**src/pkg/hwc_map.svh**
```systemverilog
`ifndef HWC_MAP_SVH
`define HWC_MAP_SVH
`define HWC_AW 14
`define HWC_CFG_ADDR 14'h0074
`define HWC_CFG_ADDR_ALT 14'h3074
`define HWC_BIT_READY 27
`define HWC_BIT_MDIX_B 26
`define HWC_BIT_MDIX_A 25
`define HWC_BIT_ANEG_B 24
`define HWC_BIT_ANEG_A 23
`define HWC_LED_HI 4
`define HWC_LED_LO 0
`define HWC_BE_LED 0
`define HWC_BE_ANEG_A 2
`define HWC_BE_TOP 3
`define HWC_LED_RST 5'h00
`define HWC_ZERO32 32'h00000000
`define HWC_SETTLE_CYC 2'h2
`define HWC_CNT_ONE 2'h1
`define HWC_CNT_ZERO 2'h0
`endif

```
**src/pkg/hwc_pkg.sv**
```systemverilog
package hwc_pkg;
   typedef enum logic [2:0] {
      HWC_ST_RESET = 3'b001,
      HWC_ST_SETTLE = 3'b010,
      HWC_ST_RUN = 3'b100
   } hwc_state_t;
   typedef logic [4:0] hwc_led_t;
   typedef logic [1:0] hwc_cnt_t;
endpackage : hwc_pkg

```
**src/pkg/hwc_rdy_if.sv**
```systemverilog
`timescale 1ns/10ps
interface hwc_rdy_if;
   logic ready;
   logic ready_rise;
   logic hold_off;
   modport src (
      output ready,
      output ready_rise,
      input hold_off
   );
   modport dst (
      input ready,
      input ready_rise,
      output hold_off
   );
endinterface : hwc_rdy_if

```
**src/hw/hwc_top.sv**
```systemverilog
`timescale 1ns/10ps
`include "hwc_map.svh"
// Function
// ready bit 27, read-only, set once stable
// ready set means host may access
// rising ready raises ready status event
// host reads only safe registers while not ready
// writes ignored until ready is set
// ready mirrors power management bit 0
// readable anytime, partial byte reads allowed
// host distrusts data while interface in reset
// bits 26/25 disable crossover, force straight
// bits 24/23 select fixed 100 full duplex
// negotiation off: link engine enforces fixed link
// negotiation off: enhanced detect resets PHY
// both engines off: PHY registers set mode
// crossover and negotiation defaults from straps
// polarity bit 0 low-active, 1 high-active
// bits 0-2 link LEDs, 3 run, 4 error
// polarity reset value is inverted strap
// polarity leaves sampled strap values untouched
// reserved bits read zero, writes ignored
module hwc_top
   import hwc_pkg::*;
(
   // clock and reset
   input wire logic MCLK,
   input wire logic RST_B,
   // readiness sources
   input wire logic DEV_STABLE,
   input wire logic HOLD_OFF,
   // host register port
   input wire logic HOST_CS,
   input wire logic HOST_RD,
   input wire logic HOST_WR,
   input wire logic [`HWC_AW-1:0] HOST_ADDR,
   input wire logic [3:0] HOST_BE,
   input wire logic [31:0] HOST_WDATA,
   output logic [31:0] HOST_RDATA,
   output logic HOST_ACK,
   // readiness outputs
   output logic DEV_READY,
   output logic PMT_READY,
   output logic READY_EVENT,
   // configuration straps, pins
   input wire logic STRAP_FD_A,
   input wire logic STRAP_FD_B,
   input wire logic [4:0] STRAP_LED_POL,
   output logic [4:0] STRAP_LED_POL_HELD,
   // phy mode controls
   output logic MDIX_DIS_A,
   output logic MDIX_DIS_B,
   output logic FIXED_FIXED_FULL_DUPLEX_STRAP_A,
   output logic FIXED_FIXED_FULL_DUPLEX_STRAP_B,
   // link detection engines
   input wire logic MI_DET_EN_A,
   input wire logic MI_DET_EN_B,
   input wire logic ELD_EN_A,
   input wire logic ELD_EN_B,
   output logic MI_ENFORCE_A,
   output logic MI_ENFORCE_B,
   output logic ELD_PHY_RST_A,
   output logic ELD_PHY_RST_B,
   output logic PHY_REG_MODE_A,
   output logic PHY_REG_MODE_B,
   // led activity in, pins out
   input wire logic [4:0] LED_ON,
   output logic [4:0] LED_PIN
);
   hwc_rdy_if rdy ();

   hwc_state_t state;
   hwc_state_t next_state;
   hwc_cnt_t settle;
   logic fd_a_meta;
   logic fd_a_sync;
   logic fd_b_meta;
   logic fd_b_sync;
   hwc_led_t pol_meta;
   hwc_led_t pol_sync;
   logic mdix_a;
   logic mdix_b;
   logic aneg_a;
   logic aneg_b;
   hwc_led_t led_pol;
   logic hit;
   logic wr_ok;
   logic load_straps;
   logic [31:0] rd_word;

   // level as driven on the pin for one LED
   function automatic logic led_level(input logic on,
                                      input logic pol);
      led_level = pol ? on : ~on;
   endfunction : led_level

   // address match, alias window included
   function automatic logic addr_hit(
      input logic [`HWC_AW-1:0] a);
      addr_hit = (a == `HWC_CFG_ADDR) ||
                 (a == `HWC_CFG_ADDR_ALT);
   endfunction : addr_hit

   // one byte lane of an accepted write
   function automatic logic lane_wr(input logic ok,
                                    input logic [3:0] be,
                                    input int lane);
      lane_wr = ok & be[lane];
   endfunction : lane_wr

   assign rdy.hold_off = HOLD_OFF;

   hwc_ready_trk u_trk (
      .mclk(MCLK),
      .rst_b(RST_B),
      .dev_stable(DEV_STABLE),
      .rdy(rdy)
   );

   // strap pins come from outside the clock domain
   always_ff @(posedge MCLK or negedge RST_B) begin
      if (!RST_B) begin
         fd_a_meta <= 1'b0;
         fd_a_sync <= 1'b0;
         fd_b_meta <= 1'b0;
         fd_b_sync <= 1'b0;
         pol_meta <= `HWC_LED_RST;
         pol_sync <= `HWC_LED_RST;
      end else begin
         fd_a_meta <= STRAP_FD_A;
         fd_a_sync <= fd_a_meta;
         fd_b_meta <= STRAP_FD_B;
         fd_b_sync <= fd_b_meta;
         pol_meta <= STRAP_LED_POL;
         pol_sync <= pol_meta;
      end
   end

   // straps are caught after release, once the syncs have filled
   always_comb begin
      next_state = state;
      case (state)
         HWC_ST_RESET: begin
            next_state = HWC_ST_SETTLE;
         end
         HWC_ST_SETTLE: begin
            if (settle == `HWC_CNT_ZERO) begin
               next_state = HWC_ST_RUN;
            end
         end
         HWC_ST_RUN: begin
            next_state = HWC_ST_RUN;
         end
         default: begin
            next_state = HWC_ST_RESET;
         end
      endcase
   end

   always_ff @(posedge MCLK or negedge RST_B) begin
      if (!RST_B) begin
         state <= HWC_ST_RESET;
      end else begin
         state <= next_state;
      end
   end

   always_ff @(posedge MCLK or negedge RST_B) begin
      if (!RST_B) begin
         settle <= `HWC_SETTLE_CYC;
      end else if (state == HWC_ST_SETTLE &&
                   settle != `HWC_CNT_ZERO) begin
         settle <= settle - `HWC_CNT_ONE;
      end
   end

   assign load_straps = (state == HWC_ST_SETTLE) &&
                        (settle == `HWC_CNT_ZERO);

   // decode
   assign hit = HOST_CS & addr_hit(HOST_ADDR);
   // no write lands before ready, nor before straps are in
   assign wr_ok = hit & HOST_WR & rdy.ready &
                  (state == HWC_ST_RUN);

   // crossover disables, defaults from fixed-link straps
   always_ff @(posedge MCLK or negedge RST_B) begin
      if (!RST_B) begin
         mdix_a <= 1'b0;
         mdix_b <= 1'b0;
      end else if (load_straps) begin
         mdix_a <= fd_a_sync;
         mdix_b <= fd_b_sync;
      end else if (lane_wr(wr_ok, HOST_BE, `HWC_BE_TOP)) begin
         mdix_a <= HOST_WDATA[`HWC_BIT_MDIX_A];
         mdix_b <= HOST_WDATA[`HWC_BIT_MDIX_B];
      end
   end

   // negotiation disables; bit 23 sits in byte lane 2
   always_ff @(posedge MCLK or negedge RST_B) begin
      if (!RST_B) begin
         aneg_a <= 1'b0;
      end else if (load_straps) begin
         aneg_a <= fd_a_sync;
      end else if (lane_wr(wr_ok, HOST_BE, `HWC_BE_ANEG_A)) begin
         aneg_a <= HOST_WDATA[`HWC_BIT_ANEG_A];
      end
   end

   always_ff @(posedge MCLK or negedge RST_B) begin
      if (!RST_B) begin
         aneg_b <= 1'b0;
      end else if (load_straps) begin
         aneg_b <= fd_b_sync;
      end else if (lane_wr(wr_ok, HOST_BE, `HWC_BE_TOP)) begin
         aneg_b <= HOST_WDATA[`HWC_BIT_ANEG_B];
      end
   end

   // led polarity, default is the strap turned round
   always_ff @(posedge MCLK or negedge RST_B) begin
      if (!RST_B) begin
         led_pol <= `HWC_LED_RST;
      end else if (load_straps) begin
         led_pol <= ~pol_sync;
      end else if (lane_wr(wr_ok, HOST_BE, `HWC_BE_LED)) begin
         led_pol <= HOST_WDATA[`HWC_LED_HI:`HWC_LED_LO];
      end
   end

   // strap copy kept apart so polarity writes never reach it
   always_ff @(posedge MCLK or negedge RST_B) begin
      if (!RST_B) begin
         STRAP_LED_POL_HELD <= `HWC_LED_RST;
      end else if (load_straps) begin
         STRAP_LED_POL_HELD <= pol_sync;
      end
   end

   // register image; reserved bits are tied low, never stored
   always_comb begin
      rd_word = `HWC_ZERO32;
      rd_word[`HWC_BIT_READY] = rdy.ready;
      rd_word[`HWC_BIT_MDIX_B] = mdix_b;
      rd_word[`HWC_BIT_MDIX_A] = mdix_a;
      rd_word[`HWC_BIT_ANEG_B] = aneg_b;
      rd_word[`HWC_BIT_ANEG_A] = aneg_a;
      rd_word[`HWC_LED_HI:`HWC_LED_LO] = led_pol;
   end

   // register reads answer in any state, whole word every time
   always_ff @(posedge MCLK or negedge RST_B) begin
      if (!RST_B) begin
         HOST_RDATA <= `HWC_ZERO32;
      end else if (HOST_CS && HOST_RD) begin
         if (hit) begin
            HOST_RDATA <= rd_word;
         end else begin
            HOST_RDATA <= `HWC_ZERO32;
         end
      end
   end

   // every strobe is answered, refused writes included
   always_ff @(posedge MCLK or negedge RST_B) begin
      if (!RST_B) begin
         HOST_ACK <= 1'b0;
      end else begin
         HOST_ACK <= HOST_CS & (HOST_RD | HOST_WR);
      end
   end

   // ready and its power management copy share one source
   always_ff @(posedge MCLK or negedge RST_B) begin
      if (!RST_B) begin
         DEV_READY <= 1'b0;
         PMT_READY <= 1'b0;
      end else begin
         DEV_READY <= rdy.ready;
         PMT_READY <= rdy.ready;
      end
   end

   always_ff @(posedge MCLK or negedge RST_B) begin
      if (!RST_B) begin
         READY_EVENT <= 1'b0;
      end else begin
         READY_EVENT <= rdy.ready_rise;
      end
   end

   // phy mode pins
   always_ff @(posedge MCLK or negedge RST_B) begin
      if (!RST_B) begin
         MDIX_DIS_A <= 1'b0;
         MDIX_DIS_B <= 1'b0;
         FIXED_FIXED_FULL_DUPLEX_STRAP_A <= 1'b0;
         FIXED_FIXED_FULL_DUPLEX_STRAP_B <= 1'b0;
      end else begin
         MDIX_DIS_A <= mdix_a;
         MDIX_DIS_B <= mdix_b;
         FIXED_FIXED_FULL_DUPLEX_STRAP_A <= aneg_a;
         FIXED_FIXED_FULL_DUPLEX_STRAP_B <= aneg_b;
      end
   end

   // link engine steering
   always_ff @(posedge MCLK or negedge RST_B) begin
      if (!RST_B) begin
         MI_ENFORCE_A <= 1'b0;
         MI_ENFORCE_B <= 1'b0;
         ELD_PHY_RST_A <= 1'b0;
         ELD_PHY_RST_B <= 1'b0;
      end else begin
         MI_ENFORCE_A <= aneg_a & MI_DET_EN_A;
         MI_ENFORCE_B <= aneg_b & MI_DET_EN_B;
         ELD_PHY_RST_A <= aneg_a & ELD_EN_A;
         ELD_PHY_RST_B <= aneg_b & ELD_EN_B;
      end
   end

   // with both engines idle software owns the phy mode
   always_ff @(posedge MCLK or negedge RST_B) begin
      if (!RST_B) begin
         PHY_REG_MODE_A <= 1'b1;
         PHY_REG_MODE_B <= 1'b1;
      end else begin
         PHY_REG_MODE_A <= ~MI_DET_EN_A & ~ELD_EN_A;
         PHY_REG_MODE_B <= ~MI_DET_EN_B & ~ELD_EN_B;
      end
   end

   // led pins: 0-2 link, 3 run, 4 error
   always_ff @(posedge MCLK or negedge RST_B) begin
      if (!RST_B) begin
         LED_PIN <= `HWC_LED_RST;
      end else begin
         for (int i = 0; i <= `HWC_LED_HI; i++) begin
            LED_PIN[i] <= led_level(LED_ON[i], led_pol[i]);
         end
      end
   end
endmodule : hwc_top

```
**src/hw/hwc_ready_trk.sv**
```systemverilog
`timescale 1ns/10ps
module hwc_ready_trk
   import hwc_pkg::*;
(
   // clock and reset
   input wire logic mclk,
   input wire logic rst_b,
   // stabilised indication from the device core, a pin
   input wire logic dev_stable,
   // readiness to the register block
   hwc_rdy_if.src rdy
);
   logic stable_meta;
   logic stable_sync;
   logic next_ready;

   // plain two-stage synchroniser, first stage read only by second
   always_ff @(posedge mclk or negedge rst_b) begin
      if (!rst_b) begin
         stable_meta <= 1'b0;
         stable_sync <= 1'b0;
      end else begin
         stable_meta <= dev_stable;
         stable_sync <= stable_meta;
      end
   end

   // any reset source or power-saving state drops readiness
   assign next_ready = stable_sync & ~rdy.hold_off;

   always_ff @(posedge mclk or negedge rst_b) begin
      if (!rst_b) begin
         rdy.ready <= 1'b0;
      end else begin
         rdy.ready <= next_ready;
      end
   end

   // event on each low-to-high step only
   always_ff @(posedge mclk or negedge rst_b) begin
      if (!rst_b) begin
         rdy.ready_rise <= 1'b0;
      end else begin
         rdy.ready_rise <= next_ready & ~rdy.ready;
      end
   end
endmodule : hwc_ready_trk

```
**config.mk**
```make
export PLATFORM = sky130hd
export DESIGN_NAME = hwc_top
export DESIGN_NICKNAME = d
export VERILOG_FILES = /design/src/pkg/hwc_pkg.sv /design/src/pkg/hwc_rdy_if.sv /design/src/hw/hwc_top.sv /design/src/hw/hwc_ready_trk.sv
export VERILOG_INCLUDE_DIRS = /design/src /design/src/pkg
export SDC_FILE = /design/constraint.sdc
export NUM_CORES = 1
export LEC_CHECK = 0
export ABC_AREA = 1
export BUFFER_PORTS_ARGS = -buffer_cell sky130_fd_sc_hd__buf_2
export CORE_MARGIN = 2
export CORE_UTILIZATION = 40
export DETAILED_ROUTE_END_ITERATION = 7
export GPL_ROUTABILITY_DRIVEN = 1
export PLACE_DENSITY = 0.74
export SYNTH_ARGS = -nofsm -noshare
export SYNTH_HDL_FRONTEND = slang
export SYNTH_HIERARCHICAL = 1
export SYNTH_SLANG_ARGS = --single-unit
export TNS_END_PERCENT = 50
```
**constraint.sdc**
```tcl
create_clock -name MCLK -period 2.3 [get_ports MCLK]
set_clock_uncertainty 0.1 [all_clocks]
set_input_delay 0 -clock MCLK [delete_from_list [all_inputs] [get_ports MCLK]]
set_output_delay 0 -clock MCLK [all_outputs]
set_load 0.02 [all_outputs]
```
==> flow_summary.json, run 1 <==
{
  "hold_viol": 0,
  "synth_edf_count": 0,
  "boundaryPins": 129,
  "drc_errors": 0,
  "power.leakage_uw": 0.002026,
  "power_uw": 2474,
  "fin_ws_ns": 0.1456,
  "max-slew-margin-rel_pct": 66.31,
  "grtUsageTotal_pct": 15.73,
  "start_util_pct": 41.50,
  "grt_overflow": 0,
  "dieArea_mm2": 0.007253,
  "finalInstanceArea_mm2": 0.003707,
  "antenna_left": 0,
  "post_drt_wl_per_cell_um": 10.91,
  "netlist_area_mm2": 0.002635,
  "grt_pass1_vias": 2010,
  "yosys_warnings": 6,
  "htree_levels": 3,
  "grt_max_degree": 24,
  "vias": 1953,
  "worstSetupStartpointType": "register",
  "critPathMostFrequentCell": "nand2_1",
  "syn_area_per_cell_um2": 10.63,
  "period_minus_slack_ns": 2.154,
  "status": "complete, no violations",
  "critPathKind": "reg -> reg",
  "hp-start": "HOST_ADDR[0]",
  "cts_root_buffer": "clkbuf_8",
  "dpl.hpwl_mm": 3.555,
  "max_stage_delay_ns": 0.54,
  "cp-startpoint": "settle[1]$_DFFE_PN1P_",
  "drive_gt1_share_pct": 32.56,
  "async_flop_share_pct": 100.0,
  "drt-initial-drc-count": 91,
  "clk-insertion-delay-late_ns": 0.33,
  "wl_mm": 5.061,
  "layout_commonest_cell": "buf_2",
  "core_area_mm2": 0.006350,
  "path_clk_slew_ns": 0.07,
  "gp_congestion": 0.7538,
  "clock_sinks": 65,
  "post_dp_cell_area_mm2": 0.003059,
  "die_h_um": 85.17,
  "seq_area_frac_synth_pct": 61.92,
  "ff_latch_area_mm2": 0.001632,
  "path_max_fanout": 23,
  "r2r-start": "settle[1]$_DFFE_PN1P_",
  "grt_pass1_wl_mm": 8.776,
  "clk_path_buf_depth": 2,
  "fmaxAchievable_ghz": 0.4642,
  "pre_cts_ws_ns": 0.6070,
  "worstMarginPinSlew_ns": 0.5053,
  "use_met1_pct": 17.93,
  "syn_inst": 248,
  "peakVddDrop_v": 0.0004001,
  "ys_ff_latch": 65,
  "fillCellCount": 532,
  "grt.met3_usage_pct": 4.961,
  "hp-class": "in -> reg",
  "path_cells": "inv_1, ha_1, nand3_2, buf_12, o21ai_0, nand2_1, nand2_1, dlygate4sd3_1",
  "syn_to_final_growth_pct": 40.69,
  "drt_first_pass_iters": 5,
  "finalSetupViolations": 0,
  "postLayoutCoreUtil_pct": 58.38,
  "crit_arrival_ns": 2.27,
  "min_period_over_period_pct": 93.67,
  "ys_types": 31,
  "powerDensity_mw_per_mm2": 667.5,
  "grtUsageMet2_pct": 26.85,
  "gr-max-usage-layer": "met2",
  "cts_tree": "yes",
  "tns_ns": 0,
  "slowest_stage": "dlygate4sd3_1",
  "slew_violations": 0,
  "antenna_cells": 0,
  "endpoint_kind": "register",
  "io_buffers": 82,
  "viasPerCell": 4.209,
  "required_ns": 2.42,
  "die_w_um": 85.17,
  "final_cell_mix": "buf_2 (82), nand2_1 (67), dfrtp_1 (61)",
  "rsz0062_at_grt": "false",
  "synth_ff_type": "dfrtp_1",
  "max_cap_viol_count": 0,
  "cts_setup_buffers": 0,
  "antenna_found_initial": 0,
  "multi_input_area_um2": 795.8,
  "finalNetCount": 456,
  "cts_buffers": 9,
  "row_count": 29
}
==> layer usage <==
layer	up-vias	part of all wire (%)
met5	-	0
met4	0	2.1
met3	10	5.6
met2	51	50
met1	894	42
li1	998	-
==> path summary, 6_finish.rpt <==
kind	end	slack, ns	depth (start not counted)
worst max register to register	led_pol[4]$_DFFE_PN0P_	0.15	8
worst max-delay path	led_pol[4]$_DFFE_PN0P_	0.15	8
worst min-delay path	HOST_RDATA[3]$_DFFE_PN0P_	0.05	6
max in group asynchronous	PHY_REG_MODE_B$_DFF_PN1_	1.30	3
worst min register to register	fd_a_sync$_DFF_PN0_	0.25	0
min in group asynchronous	led_pol[1]$_DFFE_PN0P_	0.07	2
==> critical path, delay by kind of cell, from the launching register on <==
kind	cells	cell delay, ns
buffers and inverters	3	0.78
flip-flops	1	0.53
AND/OR/NAND/NOR	3	0.32
adder cells (fa/ha/maj)	1	0.20
AO/OA/AOI/OAI	1	0.09
==> cells by family after synthesis <==
logic type	share of synthesized area, %
simple gates	20.37
flops	61.92
buf+inv	10.87
compound gates	1.520
xor+xnor	1.994
mux	2.707
fa+ha+maj	0.4748
other cells	0.1423
==> cell usage after synthesis, types with 3 or more instances <==
cell / number / share of area (%)
buf_4: 24 / 6.8
dfrtp_1: 61 / 58
dfstp_2: 4 / 4.0
inv_1: 19 / 2.7
mux2_4: 4 / 2.3
nand2_1: 67 / 9.5
nand3_1: 20 / 3.8
nand3_2: 3 / 1.1
nor2_1: 7 / 1.0
nor2_2: 4 / 0.95
o21ai_0: 6 / 1.1
xnor2_1: 5 / 1.7
==> per-stage QoR <==
stage | instances | hold WS, ns
2_1_floorplan | 269 | -0.3956
3_3_place_gp | 404 | -0.1049
3_5_place_dp | 404 | -0.1028
4_1_cts | 464 | 0.03813
5_1_grt | 464 | 0.08176
6_report | 464 | 0.04916
==> flip-flops by register name, indices dropped and copies added (netlist names), 2 cells and up <==
register	flops
HOST_RDATA	10
LED_PIN	5
STRAP_LED_POL_HELD	5
led_pol	5
pol_meta	5
pol_sync	5
settle	2
state	3
==> cell type report <==
cell class,count,share of cell area (%)
multi-input combinational,154,21.46
sequential,65,44.01
tap,77,2.599
clock inverter,2,0.9450
clock buffer,14,4.657
timing repair buffer,130,24.10
inverter,22,2.227
==> power by group <==
part / total [uW] / switching [uW] / internal [uW]
logic: 269 / 148 / 120
clock network: 988 / 400 / 589
registers: 1220 / 23.4 / 1190
total: 2470 / 572 / 1900
==> timing repair <==
| item | 4_1_cts | 5_1_grt |
|---|---|---|
| resized for setup | 0 | 0 |
| hold endpoints to repair | 62 | 0 |
| hold buffers | 44 | 0 |
Power figures use the tool's default switching activity.
==> run 2: changes to the inputs <==
--- a/config.mk
+++ b/config.mk
@@ -9,10 +9,10 @@
 export ABC_AREA = 1
 export BUFFER_PORTS_ARGS = -buffer_cell sky130_fd_sc_hd__buf_2
 export CORE_MARGIN = 2
-export CORE_UTILIZATION = 40
+export CORE_UTILIZATION = 46
 export DETAILED_ROUTE_END_ITERATION = 7
 export GPL_ROUTABILITY_DRIVEN = 1
-export PLACE_DENSITY = 0.74
+export PLACE_DENSITY = 0.83
 export SYNTH_ARGS = -nofsm -noshare
 export SYNTH_HDL_FRONTEND = slang
 export SYNTH_HIERARCHICAL = 1
==> constraint.sdc (replaced) <==
create_clock -name MCLK -period 2 [get_ports MCLK]
set_clock_uncertainty 0.1 [all_clocks]
set_input_delay 0 -clock MCLK [delete_from_list [all_inputs] [get_ports MCLK]]
set_output_delay 0 -clock MCLK [all_outputs]
set_load 0.02 [all_outputs]
==> run 2 against run 1 <==
  * Non-clock buffer count fell by 11
  * Register-to-register slack improved by 0.06 ns
  * Cell count fell by 3.4%
  * Worst setup slack improved by 0.064 ns
  * Highest routed layer unchanged
  * Largest power group unchanged
  * Sequential share of layout area rose by 1.6 points
  * Clock-buffer cell count fell by 4
  * Utilization rose by 6.5 points
  * Design area fell by 3.6%
  * Worst hold slack got worse by 0.017 ns
  * Die area fell by 12%
  * Power rose by 11%
  * Wire length rose by 6.1%
==> flow_summary.json, run 2 (same netlist as run 1, synthesis figures left out) <==
{
  "status": "complete, no violations",
  "cts_root_buffer": "clkbuf_8",
  "grt_pass1_wl_mm": 8.990,
  "period_minus_slack_ns": 1.790,
  "min_period_over_period_pct": 89.50,
  "cts_setup_buffers": 0,
  "io_buffers": 82,
  "cts_buffers": 9,
  "grt_overflow": 0,
  "grt_max_degree": 66,
  "path_buf_inv": 2,
  "dr_wl_met3_um": 331,
  "post_dp_cell_area_mm2": 0.003038,
  "clock_sinks": 65,
  "power.leakage_uw": 0.001982,
  "die_w_um": 79.69,
  "dpl.hpwl_mm": 3.482,
  "gp_congestion": 0.7574,
  "row_count": 27,
  "path_max_fanout": 19,
  "powerDensity_mw_per_mm2": 771.7,
  "syn_to_final_growth_pct": 35.66,
  "wl_met1_mm": 2.115,
  "drt_first_pass_iters": 4,
  "critPathTopFamily": "simple AND/OR/NAND/NOR gates",
  "met2_length_mm": 2.696,
  "grtUsageTotal_pct": 18.99,
  "holdWs_ns": 0.03204,
  "cts_tree": "yes",
  "required_ns": 2.13,
  "fin_ws_ns": 0.2100,
  "finalNetCount": 445,
  "pre_cts_ws_ns": 0.2147,
  "r2r-start": "settle[0]$_DFFE_PN0P_",
  "worstSetupStartpointType": "register",
  "slew_violations": 0,
  "dieArea_mm2": 0.006350,
  "clk-insertion-delay-late_ns": 0.33,
  "critPathKind": "reg -> reg",
  "worstHoldPathCells": 6,
  "fmaxAchievable_ghz": 0.5587,
  "hp-start": "HOST_ADDR[0]",
  "r2r_end": "aneg_a$_DFFE_PN0P_",
  "rsz0062_at_grt": "false",
  "drc_errors": 0,
  "post_drt_wl_per_cell_um": 11.98,
  "htree_levels": 3,
  "antenna_cells": 0,
  "start_util_pct": 47.85,
  "drive_gt1_share_pct": 33.24,
  "drt-initial-drc-count": 74,
  "dr.max_layer_used": "met4",
  "postLayoutCoreUtil_pct": 64.92,
  "wl_mm": 5.368,
  "path_clk_slew_ns": 0.07,
  "vias": 1995,
  "viasPerCell": 4.453,
  "reg2reg_depth": 8,
  "cts_hold_buf": 35,
  "max_stage_delay_ns": 0.38,
  "finalInstanceArea_mm2": 0.003575,
  "ctsResizeCount": 0,
  "endpoint_kind": "register",
  "hp-class": "in -> reg",
  "boundaryPins": 129,
  "max_cap_viol_count": 0,
  "layout_commonest_cell": "buf_2",
  "grt_pass1_vias": 2028,
  "largest_reg_flops": 10,
  "antenna_left": 0,
  "clk_path_buf_depth": 2,
  "peakVddDrop_v": 0.0004640,
  "antenna_found_initial": 0,
  "hold_viol": 0,
  "final_cell_mix": "buf_2 (82), nand2_1 (67), dfrtp_1 (61)",
  "crit_arrival_ns": 1.92,
  "hold_end": "HOST_RDATA[26]$_DFFE_PN0P_",
  "tns_ns": 0,
  "slowest_stage": "dfrtp_1",
  "rrSetupSlack_ns": 0.21,
  "core_area_mm2": 0.005507,
  "die_h_um": 79.69,
  "critPathMostFrequentCell": "nand2_1",
  "largest-register": "HOST_RDATA",
  "finalSetupViolations": 0,
  "path_cells": "inv_1, ha_1, nand3_2, buf_4, nand2_1, nand2_1, nand2_1, nand2_1"
}
-- run 2: changes by cell type in the layout (fill, tap and decap cells not counted), sizes merged --
cell	previous run	this run
buf	86	84
clkbuf	14	10
clkinv	2	6
dlygate4sd3	44	35
-- run 2: worst reg2reg max path, cell delays in order, from the launching register on --
cell and delay, ns:
dfrtp_1 0.38, inv_1 0.07, ha_1 0.20, nand3_2 0.34
buf_4 0.34, nand2_1 0.07, nand2_1 0.06, nand2_1 0.08
nand2_1 0.05
-- run 2: layout make-up --
type	count	area [um^2]
fill	442	1932
sequential	65	1632
multi-input combinational	154	795.8
timing repair buffer	119	788.3
clock buffer	10	127.6
tap	72	90.09
inverter	22	82.58
clock inverter	6	58.81
-- run 2: per-layer routing --
metal	vias up	track usage (%)
met5	-	0
met3	18	4.864
met4	0	12.93
li1	979	-
met1	917	20.57
met2	81	32.44
-- run 2: through the flow --
step / power [uW] / cells
after floorplan: 1585 / 269
after global placement: 1665 / 397
after detailed placement: 1674 / 397
after CTS: 2777 / 448
after global routing: 2882 / 448
final: 2758 / 448
-- run 2: how the worst max path moves through the flow --
stage,startpoint,end,slack (ns),cells past startpoint
global placement,settle[1]$_DFFE_PN1P_,led_pol[3]$_DFFE_PN0P_,0.28,7
CTS,settle[0]$_DFFE_PN0P_,aneg_a$_DFFE_PN0P_,0.18,8
finish,settle[0]$_DFFE_PN0P_,aneg_a$_DFFE_PN0P_,0.21,8
detailed placement,settle[0]$_DFFE_PN0P_,aneg_a$_DFFE_PN0P_,0.21,8
global route,settle[0]$_DFFE_PN0P_,aneg_a$_DFFE_PN0P_,0.06,8
floorplan,settle[1]$_DFFE_PN1P_,STRAP_LED_POL_HELD[1]$_DFFE_PN0P_,0.48,5
-- run 2: report_power, final --
part | leakage (uW) | internal [uW] | switching (uW)
logic | 0.00109 | 132 | 173
clock network | 0.0000998 | 569 | 485
registers | 0.000788 | 1370 | 27.4
total | 0.00198 | 2070 | 685
==> run 3: changes to the inputs <==
--- a/config.mk
+++ b/config.mk
@@ -9,10 +9,10 @@
 export ABC_AREA = 1
 export BUFFER_PORTS_ARGS = -buffer_cell sky130_fd_sc_hd__buf_2
 export CORE_MARGIN = 2
-export CORE_UTILIZATION = 46
+export CORE_UTILIZATION = 41
 export DETAILED_ROUTE_END_ITERATION = 7
 export GPL_ROUTABILITY_DRIVEN = 1
-export PLACE_DENSITY = 0.83
+export PLACE_DENSITY = 0.78
 export SYNTH_ARGS = -nofsm -noshare
 export SYNTH_HDL_FRONTEND = slang
 export SYNTH_HIERARCHICAL = 1
==> constraint.sdc (replaced) <==
create_clock -name MCLK -period 1.6 [get_ports MCLK]
set_clock_uncertainty 0.1 [all_clocks]
set_input_delay 0 -clock MCLK [delete_from_list [all_inputs] [get_ports MCLK]]
set_output_delay 0 -clock MCLK [all_outputs]
set_load 0.02 [all_outputs]
==> run 3 against run 2 <==
  * Clock-buffer cell count shrank 1
  * Global-route usage shrank 3.2 points
  * First-iteration DRC count shrank 38%
  * Critical endpoint is now STRAP_LED_POL_HELD[4]$_DFFE_PN0P_
==> flow_summary.json, run 3 (same netlist as run 1, synthesis figures left out) <==
{
  "power.leakage_uw": 0.002026,
  "antenna_found_initial": 0,
  "viasPerCell": 4.253,
  "finalNetCount": 450,
  "finalSetupViolations": 0,
  "powerDensity_mw_per_mm2": 982.7,
  "grt_pass1_wl_mm": 8.832,
  "grt_overflow": 0,
  "finalInstanceArea_mm2": 0.003686,
  "clk_path_buf_depth": 2,
  "final_cell_mix": "buf_2 (82), nand2_1 (67), dfrtp_1 (61)",
  "path_clk_slew_ns": 0.07,
  "clock_sinks": 65,
  "wl_mm": 4.991,
  "dieArea_mm2": 0.007084,
  "drt-initial-drc-count": 46,
  "grt_pass1_vias": 1955,
  "clk-insertion-delay-late_ns": 0.33,
  "drive_gt1_share_pct": 34.65,
  "row_count": 29,
  "worstSetupStartpointType": "register",
  "path_max_fanout": 18,
  "io_buffers": 82,
  "peakVddDrop_v": 0.0006172,
  "grtUsageTotal_pct": 15.75,
  "core_area_mm2": 0.006277,
  "largest_reg_flops": 10,
  "r2r-start": "settle[1]$_DFFE_PN1P_",
  "reg2reg_depth": 5,
  "die_h_um": 84.17,
  "cts_root_buffer": "clkbuf_8",
  "r2r_end": "STRAP_LED_POL_HELD[4]$_DFFE_PN0P_",
  "endpoint_kind": "register",
  "boundaryPins": 129,
  "vias": 1948,
  "status": "complete, no violations",
  "dpl.hpwl_mm": 3.568,
  "post_drt_wl_per_cell_um": 10.90,
  "period_minus_slack_ns": 1.526,
  "syn_to_final_growth_pct": 39.89,
  "cts_tree": "yes",
  "slew_violations": 0,
  "rsz0062_at_grt": "false",
  "fmaxAchievable_ghz": 0.6555,
  "hold_viol": 0,
  "crit_arrival_ns": 1.64,
  "endpoint": "STRAP_LED_POL_HELD[4]$_DFFE_PN0P_",
  "antenna_left": 0,
  "layout_commonest_cell": "buf_2",
  "largest-register": "HOST_RDATA",
  "antenna_cells": 0,
  "max_cap_viol_count": 0,
  "post_dp_cell_area_mm2": 0.003107,
  "tns_ns": 0,
  "cp-startpoint": "settle[1]$_DFFE_PN1P_",
  "htree_levels": 3,
  "die_w_um": 84.17,
  "drt_first_pass_iters": 4,
  "fillCellCount": 519,
  "rrSetupSlack_ns": 0.07,
  "hp-class": "in -> reg",
  "critPathKind": "reg -> reg",
  "required_ns": 1.71,
  "drc_errors": 0,
  "start_util_pct": 41.98,
  "gp_congestion": 0.7375,
  "min_period_over_period_pct": 95.35,
  "cts_buffers": 9,
  "grt_max_degree": 46
}
run 3: final cells by class:
type                            count  area [um^2]  area share [%]
Sequential cell                    65         1632           44.26
Timing Repair Buffer              124        850.8           23.08
Multi-Input combinational cell    154        805.8           21.86
Clock buffer                        9        123.9           3.360
Tap cell                           77        96.34           2.614
Clock inverter                      7        95.09           2.580
Inverter                           22        82.58           2.240
run 3: timing repair:
| action | CTS | global route |
|---|---|---|
| hold buffers | 35 | 0 |
| endpoints found under the setup margin | 2 | 6 |
| setup buffers | 0 | 0 |
| endpoints found under the hold margin | 93 | 0 |
| pin swaps | 0 | 1 |
| resized for setup | 1 | 1 |
run 3: stage by stage:
step                      setup WS, ns  util, %  total power [uW]  cells  hold WS, ns
after floorplan                0.08046        -              1981    269      -0.3956
after global placement         0.04281    49.49              2087    407      -0.1229
after detailed placement       0.01585    49.49              2097    407      -0.1140
after CTS                     0.002420    58.68              3679    458     0.007876
after global routing           0.01511    58.72              3817    458      0.03216
final                          0.07435    58.72              3622    458      0.02180
run 3: critical path: stages (launching register included):
cell	delay [ns]
dfstp_2	0.53
inv_1	0.04
ha_2	0.18
nand3_4	0.09
buf_12	0.16
mux2_4	0.30
run 3: metal layers:
metal	part of all wire, %	vias to the layer above	GRT usage (%)
met4	1.0	0	5.425
met1	41	890	18.83
met3	7.7	7	6.686
li1	-	984	-
met5	0	-	0
met2	50	67	25.69
run 3: worst min path at each step:
stage,start,endpoint,slack (ns),cells after the start
3_5_place_dp,RST_B,LED_PIN[4]$_DFF_PN0_,-0.11,1
2_1_floorplan,RST_B,ELD_PHY_RST_A$_DFF_PN0_,-0.40,0
5_1_grt,HOST_RD,HOST_RDATA[4]$_DFFE_PN0P_,0.03,5
6_report,HOST_RD,HOST_RDATA[1]$_DFFE_PN0P_,0.02,5
3_3_place_gp,RST_B,LED_PIN[3]$_DFF_PN0_,-0.12,1
4_1_cts,HOST_RD,HOST_RDATA[1]$_DFFE_PN0P_,0.008,5
run 3: where the power goes:
part	internal, uW	switching [uW]
clock network	876	619
logic	167	211
registers	1720	34.5
total	2760	864
